==> config.mk <==
export PLATFORM = sky130hd
export DESIGN_NAME = dcr_top
export DESIGN_NICKNAME = d
export VERILOG_FILES = /design/src/rtl/dcr_pkg.sv /design/src/rtl/dcr_ahb_slave.sv /design/src/rtl/dcr_top.sv
export VERILOG_INCLUDE_DIRS = /design/src /design/src/rtl
export SDC_FILE = /design/constraint.sdc
export NUM_CORES = 1
export LEC_CHECK = 0
export BUFFER_PORTS_ARGS = -buffer_cell sky130_fd_sc_hd__buf_4
export CAP_MARGIN = 15
export CORE_MARGIN = 2
export CORE_UTILIZATION = 45
export CTS_CLUSTER_SIZE = 8
export DETAILED_ROUTE_END_ITERATION = 10
export PLACE_DENSITY = 0.68
export SYNTH_ARGS = -nofsm -noshare
export SYNTH_HDL_FRONTEND = slang
export SYNTH_SLANG_ARGS = --single-unit
export TNS_END_PERCENT = 10
==> constraint.sdc <==
create_clock -name clk_in -period 3.4 [get_ports clk_in]
set_clock_uncertainty 0.2 [all_clocks]
set_input_delay 0.68 -clock clk_in [delete_from_list [all_inputs] [get_ports clk_in]]
set_output_delay 0.68 -clock clk_in [all_outputs]
set_load 0.03 [all_outputs]
==> src/rtl/dcr_params.svh <==
// register map, field positions and reset values of the completion and receive state block
`ifndef DCR_PARAMS_SVH
`define DCR_PARAMS_SVH

// register byte offsets, decoded on the low address bits
`define DCR_ADDR_W 8
`define DCR_OFF_TX_COMP 8'h00
`define DCR_OFF_RX_SKIP 8'h04
`define DCR_OFF_RX_HEAD 8'h08
`define DCR_OFF_RX_FIRST 8'h0C
`define DCR_OFF_INT_STATUS 8'h10
`define DCR_OFF_INT_CLEAR 8'h14
`define DCR_OFF_INT_ENABLE 8'h18

// field positions
`define DCR_PTR_MSB 31
`define DCR_PTR_LSB 2
`define DCR_PTR_W 30
`define DCR_MODE_BIT 0
`define DCR_IN_PACKET_BIT 0
`define DCR_SKIP_MSB 7
`define DCR_SKIP_W 8

// interrupt event bits
`define DCR_NUM_EV 3
`define DCR_EV_TX_WRITEBACK 0
`define DCR_EV_RX_START 1
`define DCR_EV_RX_END 2

// reset values and the receive write address step
`define DCR_PTR_RST 30'h0000_0000
`define DCR_SKIP_RST 8'h00
`define DCR_BYTE_RST 8'h00
`define DCR_EV_RST 3'h0
`define DCR_WORD_RST 32'h0000_0000
`define DCR_ADDR_STEP 32'h0000_0001

`endif

==> src/rtl/dcr_pkg.sv <==
// shared types of the completion and receive state block
package dcr_pkg;

    // bus slave phase: waiting for an address phase or serving a data phase
    typedef enum logic {
        AHB_IDLE,
        AHB_DATA
    } dcr_ahb_state_type;

endpackage

==> src/rtl/dcr_ahb_slave.sv <==
// ahb-lite slave front end with one wait state per transfer
`timescale 1ns/1ps
`include "dcr_params.svh"

module dcr_ahb_slave (
    input wire logic clk_in,
    input wire logic resetn_in,
    input wire logic hsel_in,
    input wire logic [31:0] haddr_in,
    input wire logic [1:0] htrans_in,
    input wire logic hwrite_in,
    input wire logic [31:0] hwdata_in,
    input wire logic hready_in,
    input wire logic [31:0] rd_data_in,
    output logic wr_en_out,
    output logic [`DCR_ADDR_W-1:0] addr_out,
    output logic [31:0] wdata_out,
    output logic [31:0] hrdata_out,
    output logic hreadyout_out,
    output logic hresp_out
);

    dcr_pkg::dcr_ahb_state_type state_reg;
    logic write_reg;
    logic [`DCR_ADDR_W-1:0] addr_reg;
    logic accept;

    // nonseq or seq taken alike; only whole words are expected
    assign accept = hsel_in & htrans_in[1] & hready_in;

    always_ff @(posedge clk_in or negedge resetn_in) begin
        if (!resetn_in) begin
            state_reg <= dcr_pkg::AHB_IDLE;
        end else if (accept) begin
            state_reg <= dcr_pkg::AHB_DATA;
        end else begin
            state_reg <= dcr_pkg::AHB_IDLE;
        end
    end

    always_ff @(posedge clk_in or negedge resetn_in) begin
        if (!resetn_in) begin
            addr_reg <= '0;
            write_reg <= 1'b0;
        end else if (accept) begin
            addr_reg <= haddr_in[`DCR_ADDR_W-1:0];
            write_reg <= hwrite_in;
        end
    end

    // read data captured in the wait cycle so hrdata comes from a flop
    always_ff @(posedge clk_in or negedge resetn_in) begin
        if (!resetn_in) begin
            hrdata_out <= `DCR_WORD_RST;
        end else if (state_reg == dcr_pkg::AHB_DATA && !write_reg) begin
            hrdata_out <= rd_data_in;
        end
    end

    assign wr_en_out = (state_reg == dcr_pkg::AHB_DATA) & write_reg;
    assign addr_out = addr_reg;
    assign wdata_out = hwdata_in;
    assign hreadyout_out = (state_reg == dcr_pkg::AHB_IDLE);
    assign hresp_out = 1'b0;

endmodule

==> src/rtl/dcr_top.sv <==
// transmit completion pointer and receive channel state words with bus access
// Function
// mode-0 write compares bits 31:2 with pointer; match drops queue interrupt, pointer kept.
// mode-1 write stores bits 31:2 as pointer and raises queue interrupt.
// the writeback/compare select bit always reads as zero.
// completion pointer holds word address of last finished end-of-packet descriptor.
// first buffer of each packet skips the programmed byte count before data.
// software programs the skip count while setting up the receive channel.
// state word 1 bits 31:2 hold the receive queue head descriptor pointer.
// state word 2 bits 31:2 hold the first descriptor of current packet.
// state word 2 bit 0 is one inside a packet, zero outside.
// reserved bits of these words read zero and ignore writes.
// queue interrupt stays set from writeback until a matching compare write.
//
// Local design decisions: register access over AHB-Lite and the register addresses.
`timescale 1ns/1ps
`include "dcr_params.svh"

module dcr_top (
    input wire logic clk_in,
    input wire logic resetn_in,
    // ahb-lite register port
    input wire logic hsel_in,
    input wire logic [31:0] haddr_in,
    input wire logic [1:0] htrans_in,
    input wire logic hwrite_in,
    input wire logic [2:0] hsize_in,
    input wire logic [31:0] hwdata_in,
    input wire logic hready_in,
    output logic [31:0] hrdata_out,
    output logic hreadyout_out,
    output logic hresp_out,
    // transmit dma completion
    input wire logic tx_eop_done_in,
    input wire logic [`DCR_PTR_W-1:0] tx_eop_desc_in,
    // receive dma descriptor walk
    input wire logic rx_sop_in,
    input wire logic rx_eop_in,
    input wire logic rx_buf_load_in,
    input wire logic [31:0] rx_buf_addr_in,
    input wire logic rx_head_adv_in,
    input wire logic [`DCR_PTR_W-1:0] rx_head_next_in,
    // receive byte stream into memory
    input wire logic rx_byte_valid_in,
    input wire logic [7:0] rx_byte_in,
    output logic mem_wr_valid_out,
    output logic [31:0] mem_wr_addr_out,
    output logic [7:0] mem_wr_data_out,
    // status and interrupts
    output logic rx_in_packet_out,
    output logic txq_irq_out,
    output logic irq_out
);

    logic bus_wr_en;
    logic [`DCR_ADDR_W-1:0] bus_addr;
    logic [31:0] bus_wdata;
    logic [31:0] rd_data;

    logic [`DCR_PTR_W-1:0] tx_ptr_reg;
    logic txq_irq_reg;
    logic [`DCR_SKIP_W-1:0] skip_reg;
    logic [`DCR_PTR_W-1:0] head_reg;
    logic [`DCR_PTR_W-1:0] first_reg;
    logic in_packet_reg;
    logic [`DCR_NUM_EV-1:0] status_reg;
    logic [`DCR_NUM_EV-1:0] status_next;
    logic [`DCR_NUM_EV-1:0] enable_reg;
    logic [`DCR_NUM_EV-1:0] events;
    logic [31:0] wr_addr_reg;
    logic mem_valid_reg;
    logic [31:0] mem_addr_reg;
    logic [7:0] mem_data_reg;

    logic wr_tx;
    logic wr_skip;
    logic wr_head;
    logic wr_first;
    logic wr_clear;
    logic wr_enable;
    logic wr_mode;
    logic [`DCR_PTR_W-1:0] wr_ptr;
    logic tx_writeback;
    logic tx_match;
    logic byte_fire;

    logic dma_tx_writeback;
    logic sw_tx_writeback;
    logic [`DCR_SKIP_W-1:0] wr_skip_val;
    logic wr_in_packet;
    logic [`DCR_NUM_EV-1:0] wr_ev_mask;
    logic [`DCR_NUM_EV-1:0] pending;
    logic [31:0] sop_start_addr;

    logic [31:0] rd_tx_word;
    logic [31:0] rd_skip_word;
    logic [31:0] rd_head_word;
    logic [31:0] rd_first_word;
    logic [31:0] rd_status_word;
    logic [31:0] rd_enable_word;

    // one wait state per transfer keeps read data in a flop
    // hsize is not decoded: every access is taken as a whole word
    dcr_ahb_slave u_slave (
        .clk_in(clk_in),
        .resetn_in(resetn_in),
        .hsel_in(hsel_in),
        .haddr_in(haddr_in),
        .htrans_in(htrans_in),
        .hwrite_in(hwrite_in),
        .hwdata_in(hwdata_in),
        .hready_in(hready_in),
        .rd_data_in(rd_data),
        .wr_en_out(bus_wr_en),
        .addr_out(bus_addr),
        .wdata_out(bus_wdata),
        .hrdata_out(hrdata_out),
        .hreadyout_out(hreadyout_out),
        .hresp_out(hresp_out)
    );

    // write decode
    // only the low address byte is decoded, so the map repeats every 256 bytes
    assign wr_tx = bus_wr_en && (bus_addr == `DCR_OFF_TX_COMP);
    assign wr_skip = bus_wr_en && (bus_addr == `DCR_OFF_RX_SKIP);
    assign wr_head = bus_wr_en && (bus_addr == `DCR_OFF_RX_HEAD);
    assign wr_first = bus_wr_en && (bus_addr == `DCR_OFF_RX_FIRST);
    assign wr_clear = bus_wr_en && (bus_addr == `DCR_OFF_INT_CLEAR);
    assign wr_enable = bus_wr_en && (bus_addr == `DCR_OFF_INT_ENABLE);

    // write data fields; bits outside them are reserved and dropped here
    assign wr_mode = bus_wdata[`DCR_MODE_BIT];
    assign wr_ptr = bus_wdata[`DCR_PTR_MSB:`DCR_PTR_LSB];
    assign wr_skip_val = bus_wdata[`DCR_SKIP_MSB:0];
    assign wr_in_packet = bus_wdata[`DCR_IN_PACKET_BIT];
    assign wr_ev_mask = bus_wdata[`DCR_NUM_EV-1:0];

    // either the dma or software may write back a completion
    assign dma_tx_writeback = tx_eop_done_in;
    assign sw_tx_writeback = wr_tx & wr_mode;
    assign tx_writeback = dma_tx_writeback | sw_tx_writeback;

    // compare against stored pointer
    assign tx_match = wr_tx & ~wr_mode & (wr_ptr == tx_ptr_reg);

    // last finished end-of-packet descriptor
    // writeback stores the pointer
    // the dma wins a same-cycle collision with a software writeback
    // the losing software value is dropped, not queued
    always_ff @(posedge clk_in or negedge resetn_in) begin
        if (!resetn_in) begin
            tx_ptr_reg <= `DCR_PTR_RST;
        end else if (dma_tx_writeback) begin
            tx_ptr_reg <= tx_eop_desc_in;
        end else if (sw_tx_writeback) begin
            tx_ptr_reg <= wr_ptr;
        end
    end

    // sticky queue interrupt
    // writeback raises it, and wins over a same-cycle compare
    // a matching compare drops it
    always_ff @(posedge clk_in or negedge resetn_in) begin
        if (!resetn_in) begin
            txq_irq_reg <= 1'b0;
        end else if (tx_writeback) begin
            txq_irq_reg <= 1'b1;
        end else if (tx_match) begin
            txq_irq_reg <= 1'b0;
        end
    end

    // skip count set by software at channel setup
    always_ff @(posedge clk_in or negedge resetn_in) begin
        if (!resetn_in) begin
            skip_reg <= `DCR_SKIP_RST;
        end else if (wr_skip) begin
            skip_reg <= wr_skip_val;
        end
    end

    // queue head follows the descriptor walk
    // dma advance takes priority over a software write in the same cycle
    always_ff @(posedge clk_in or negedge resetn_in) begin
        if (!resetn_in) begin
            head_reg <= `DCR_PTR_RST;
        end else if (rx_head_adv_in) begin
            head_reg <= rx_head_next_in;
        end else if (wr_head) begin
            head_reg <= wr_ptr;
        end
    end

    // first descriptor captured from the head at packet start
    // the head before a same-cycle advance is the packet's first descriptor
    always_ff @(posedge clk_in or negedge resetn_in) begin
        if (!resetn_in) begin
            first_reg <= `DCR_PTR_RST;
        end else if (rx_sop_in) begin
            first_reg <= head_reg;
        end else if (wr_first) begin
            first_reg <= wr_ptr;
        end
    end

    // in-packet flag
    // start and end together mean a packet already closed
    always_ff @(posedge clk_in or negedge resetn_in) begin
        if (!resetn_in) begin
            in_packet_reg <= 1'b0;
        end else if (rx_eop_in) begin
            in_packet_reg <= 1'b0;
        end else if (rx_sop_in) begin
            in_packet_reg <= 1'b1;
        end else if (wr_first) begin
            in_packet_reg <= wr_in_packet;
        end
    end

    // skipped bytes are never written, leaving room for a header
    // the sum wraps at the top of the address space
    assign sop_start_addr = rx_buf_addr_in + 32'(skip_reg);

    // skip only in the start-of-packet buffer
    // later buffers of the packet start at their first byte
    always_ff @(posedge clk_in or negedge resetn_in) begin
        if (!resetn_in) begin
            wr_addr_reg <= `DCR_WORD_RST;
        end else if (rx_sop_in) begin
            wr_addr_reg <= sop_start_addr;
        end else if (rx_buf_load_in) begin
            wr_addr_reg <= rx_buf_addr_in;
        end else if (byte_fire) begin
            wr_addr_reg <= wr_addr_reg + `DCR_ADDR_STEP;
        end
    end

    // bytes outside a packet have nowhere to go and are dropped
    assign byte_fire = rx_byte_valid_in & in_packet_reg;

    always_ff @(posedge clk_in or negedge resetn_in) begin
        if (!resetn_in) begin
            mem_valid_reg <= 1'b0;
        end else begin
            mem_valid_reg <= byte_fire;
        end
    end

    // address and data hold until the next accepted byte
    always_ff @(posedge clk_in or negedge resetn_in) begin
        if (!resetn_in) begin
            mem_addr_reg <= `DCR_WORD_RST;
        end else if (byte_fire) begin
            mem_addr_reg <= wr_addr_reg;
        end
    end

    always_ff @(posedge clk_in or negedge resetn_in) begin
        if (!resetn_in) begin
            mem_data_reg <= `DCR_BYTE_RST;
        end else if (byte_fire) begin
            mem_data_reg <= rx_byte_in;
        end
    end

    // interrupt events
    always_comb begin
        events = `DCR_EV_RST;
        events[`DCR_EV_TX_WRITEBACK] = tx_writeback;
        events[`DCR_EV_RX_START] = rx_sop_in;
        events[`DCR_EV_RX_END] = rx_eop_in;
    end

    // a new event beats a clear of the same bit
    always_comb begin
        status_next = status_reg;
        if (wr_clear) begin
            status_next = status_next & ~wr_ev_mask;
        end
        status_next = status_next | events;
    end

    always_ff @(posedge clk_in or negedge resetn_in) begin
        if (!resetn_in) begin
            status_reg <= `DCR_EV_RST;
        end else begin
            status_reg <= status_next;
        end
    end

    always_ff @(posedge clk_in or negedge resetn_in) begin
        if (!resetn_in) begin
            enable_reg <= `DCR_EV_RST;
        end else if (wr_enable) begin
            enable_reg <= wr_ev_mask;
        end
    end

    // reserved bits packed as zero in every read word
    // select bit never stored, reads zero
    assign rd_tx_word = {tx_ptr_reg, 2'b00};
    assign rd_skip_word = 32'(skip_reg);
    assign rd_head_word = {head_reg, 2'b00};
    assign rd_first_word = {first_reg, 1'b0, in_packet_reg};
    assign rd_status_word = 32'(status_reg);
    assign rd_enable_word = 32'(enable_reg);

    // read mux; unmapped and write-only offsets read zero
    always_comb begin
        rd_data = `DCR_WORD_RST;
        unique case (bus_addr)
            `DCR_OFF_TX_COMP: begin
                rd_data = rd_tx_word;
            end
            `DCR_OFF_RX_SKIP: begin
                rd_data = rd_skip_word;
            end
            `DCR_OFF_RX_HEAD: begin
                rd_data = rd_head_word;
            end
            `DCR_OFF_RX_FIRST: begin
                rd_data = rd_first_word;
            end
            `DCR_OFF_INT_STATUS: begin
                rd_data = rd_status_word;
            end
            `DCR_OFF_INT_ENABLE: begin
                rd_data = rd_enable_word;
            end
            default: begin
                rd_data = `DCR_WORD_RST;
            end
        endcase
    end

    assign mem_wr_valid_out = mem_valid_reg;
    assign mem_wr_addr_out = mem_addr_reg;
    assign mem_wr_data_out = mem_data_reg;
    assign rx_in_packet_out = in_packet_reg;
    assign txq_irq_out = txq_irq_reg;
    // level output: high until the bit is cleared or masked
    assign pending = status_reg & enable_reg;
    assign irq_out = |pending;

endmodule

==> results_dict.tcl <==
set metrics [dict create \
    outcome "finished clean" \
    firstDrtPassIters 5 \
    synth-seq-cells 221 \
    wl_met1_um 16400 \
    cp_slowest_cell "nor4b_1" \
    r2r_cells 6 \
    min_path_cells 2 \
    io_pins 258 \
    grt_pass1_vias 10200 \
    drv_cap 0 \
    rows 61 \
    path_max_fanout 6 \
    drv_slew 0 \
    setup_tns_ns 0 \
    synthTopCellsByArea "dfrtp_1 44%, mux2i_1 7.8%, nand2_1 6.8%, mux2_2 5.1%, xnor2_1 3.4%" \
    min-delay-start "rx_eop_in" \
    clockBufferDepth 3 \
    overflow 0 \
    initial_core_util_pct 45.4 \
    drt_first_iter_violations 812 \
    crit_required_ns 3.63 \
    grt_usage_pct 25.1 \
    swShare_pct 31.0 \
    cts_tree "built" \
    syn_nets 1489 \
    die_area_mm2 0.0291 \
    wl_met3_um 2450 \
    synth.cell_area_mm2 0.0125 \
    numPortBuffers 228 \
    antenna_found_initial 2 \
    syn_avg_cell_area_um2 9.63 \
    hold_viol 0 \
    r2r_slack_ns 0.52 \
    synth_edf_count 0 \
    wl_per_cell_um 19.7 \
    ys_types 72 \
    area_growth_pct 22.6 \
    rsz0062_at_grt "false" \
    comb_power_share_pct 22.6 \
    drc 0 \
    start_kind "flop" \
    wl_um 36900 \
    coreArea_mm2 0.0276 \
    dieHeight_um 171 \
    grt_max_degree 90 \
    pwr-share-seq_pct 42.2 \
    synth_top_area_share_pct 44.2 \
    critical_path_class "flop to flop" \
    hold_end "rx_in_packet_out" \
    slowest_delay_ns 0.62 \
    relSlewSlack_pct 36.1 \
    path_delay_family "simple AND/OR/NAND/NOR gates" \
    clk_pin_slew_ns 0.05 \
    gp_congestion 0.901 \
    multi_input_area_mm2 0.00651 \
    cp-end-kind "flop" \
    path_buf_inv 0 \
    power_frac_clock_pct 35.2 \
    finalPower_mw 7.63 \
    via_per_inst 5.65 \
    met2WireLength_um 16800 \
    fmax_ghz 0.347 \
    ir_drop_mv 0.340 \
    crit_chain "ha_1 -> nand4_1 -> nor4_2 -> nor4b_1 -> mux2_2 -> o311ai_0" \
    yosysSeqAreaShare_pct 44.2 \
    synthArstFlopShare_pct 100 \
    htreeDepth 1 \
    internal_power_mw 5.26 \
    grt_pass1_wl_um 56800 \
    cts.sinks 221 \
    timing.rr.end "wr_addr_reg[30]" \
    dp_hpwl_um 25700 \
    synth_warnings 0 \
    synth_cells 1299 \
    ff_latch_area_mm2 0.00553 \
    layout.nets 1683 \
    ys.flop_type "dfrtp_1" \
    synth_top_area_cell "dfrtp_1" \
    cts_root_buf "clkbuf_16" \
    antenna_left 0 \
    post-route-period-util_pct 84.7 \
    fillers 2446 \
    powerDensity_mw_per_mm2 497 \
    rr_startpoint "wr_addr_reg[0]" \
    min_path_type "primary input to flop" \
    finalCriticalPeriod_ns 2.88 \
    p_leak_nw 6.76 \
    clock_latency_ns 0.55 \
    fp.dieW_um 171 \
    vias 10600 \
    tightest_slew_ns 0.958 \
    numCtsBuffers 31 \
    cp.arrival_ns 3.11 \
    netSwitchingPower_mw 2.36 \
    finalSetupViolCount 0 \
    layout-drive-gt1-share_pct 24.2 \
    top_layer "met5" \
]
==> routing by layer <==
metal | global-route usage (%) | vias to the layer above
met5 | 0 | -
met4 | 9.03 | 2
met3 | 4.44 | 70
met2 | 39.0 | 352
met1 | 35.2 | 5152
li1 | - | 5004
==> power groups by stage <==
| stage | clock network (mW) | registers (mW) | logic, mW |
|---|---|---|---|
| final | 2.69 | 3.22 | 1.72 |
| after global placement | 0 | 3.25 | 1.70 |
| after CTS | 2.75 | 3.22 | 1.73 |
| after detailed placement | 0 | 3.26 | 1.72 |
| after floorplan | 0 | 3.40 | 0.844 |
| after global routing | 2.87 | 3.26 | 1.87 |
==> area by class of cell <==
| class | instances | share of cell area, % |
|---|---|---|
| diodes | 1 | 0.0163 |
| clock buffers | 32 | 5.08 |
| clock inverters | 2 | 0.163 |
| inverters | 15 | 0.367 |
| multi-input cells | 975 | 42.5 |
| flip-flops and latches | 221 | 36.1 |
| well taps | 378 | 3.08 |
| repair buffers | 249 | 12.7 |
==> cells in the final DEF, fill, tap and decap left out, types with 5 or more instances in the layout <==
| master | netlist | layout |
|---|---|---|
| or4_1 | 5 | 5 |
| mux2i_1 | 98 | 98 |
| o311ai_0 | 6 | 6 |
| buf_12 | 0 | 6 |
| xnor2_1 | 48 | 48 |
| xor2_1 | 15 | 15 |
| nand2b_1 | 8 | 7 |
| mux2_1 | 28 | 28 |
| o21ai_1 | 30 | 30 |
| o31a_1 | 6 | 6 |
| a21o_1 | 9 | 8 |
| and3_1 | 8 | 7 |
| dfrtp_1 | 221 | 219 |
| mux2_2 | 57 | 57 |
| ha_1 | 9 | 9 |
| a211oi_1 | 8 | 8 |
| buf_4 | 3 | 241 |
| a21oi_1 | 74 | 74 |
| clkbuf_16 | 0 | 31 |
| o22ai_1 | 5 | 5 |
| o21ai_0 | 33 | 33 |
| nor4_1 | 17 | 17 |
| mux4_2 | 5 | 5 |
| nand3_1 | 30 | 30 |
| o31ai_1 | 29 | 29 |
| and4_1 | 11 | 11 |
| inv_1 | 14 | 14 |
| o21a_1 | 5 | 5 |
| nand4_1 | 29 | 29 |
| nand2_1 | 225 | 225 |
| nor2_1 | 91 | 91 |
| nor3_1 | 16 | 16 |
| and2_1 | 9 | 9 |
| o211ai_1 | 5 | 5 |
==> worst max path at each step <==
stage / from / end / slack [ns] / cells after the start
after global routing: wr_addr_reg[1] / wr_addr_reg[30] / 0.39 / 6
after detailed placement: rx_buf_addr_in[0] / wr_addr_reg[10] / 0.31 / 8
after floorplan: rx_buf_addr_in[0] / wr_addr_reg[16] / 0.72 / 7
after global placement: rx_buf_addr_in[0] / wr_addr_reg[10] / 0.31 / 8
final: wr_addr_reg[0] / wr_addr_reg[30] / 0.52 / 6
after CTS: wr_addr_reg[2] / wr_addr_reg[30] / 0.55 / 5
==> worst reg2reg max path, cell delays in order (launching register included) <==
cell and delay, ns:
dfrtp_1 0.45, ha_1 0.29, nand4_1 0.15, nor4_2 0.29, nor4b_1 0.62, mux2_2 0.41, o311ai_0 0.34
==> stage by stage <==
| step | util, % | setup WS (ns) | cell area [um2] | std cells | hold WS [ns] |
|---|---|---|---|---|---|
| 2_1_floorplan | - | 0.720 | 12500 | 1299 | 0.184 |
| 3_3_place_gp | 52.7 | 0.310 | 14500 | 1837 | 0.259 |
| 3_5_place_dp | 52.7 | 0.307 | 14500 | 1837 | 0.264 |
| 4_1_cts | 55.7 | 0.546 | 15300 | 1872 | 0.0723 |
| 5_1_grt | 55.7 | 0.390 | 15300 | 1873 | 0.0855 |
| 6_report | 55.7 | 0.519 | 15300 | 1873 | 0.0911 |
==> synthesized netlist by cell type, types with 5 or more instances <==
master	instances
o21a_1	5
nand4_1	29
clkbuf_1	52
o211ai_1	5
nand3_1	30
or4_1	5
o31a_1	6
o21ai_1	30
a211oi_1	8
o31ai_1	29
o21ai_0	33
o22ai_1	5
xnor2_1	48
a21o_1	9
xor2_1	15
nor2_1	91
and3_1	8
inv_1	14
and4_1	11
nor3_1	16
mux2_2	57
mux2_1	28
mux2i_1	98
buf_2	15
nand2_1	225
nor4_1	17
and2_1	9
buf_6	7
ha_1	9
dfrtp_1	221
o311ai_0	6
a21oi_1	74
nand2b_1	8
buf_1	11
mux4_2	5
==> cell families after synthesis <==
kind of cell	share of synthesized area, %
XOR/XNOR	4.41
flip-flops	44.2
buffers and inverters	3.75
adder cells (fa/ha/maj)	1.06
other	0.0300
AO/OA/AOI/OAI	12.5
multiplexers	16.4
AND/OR/NAND/NOR	17.7
==> repair_timing <==
item	4_1_cts	5_1_grt
hold endpoints to repair	84	0
hold buffers	1	0
resized for setup	0	0
buffers inserted	0	0
Note: power is estimated with default switching activity, not from simulation.
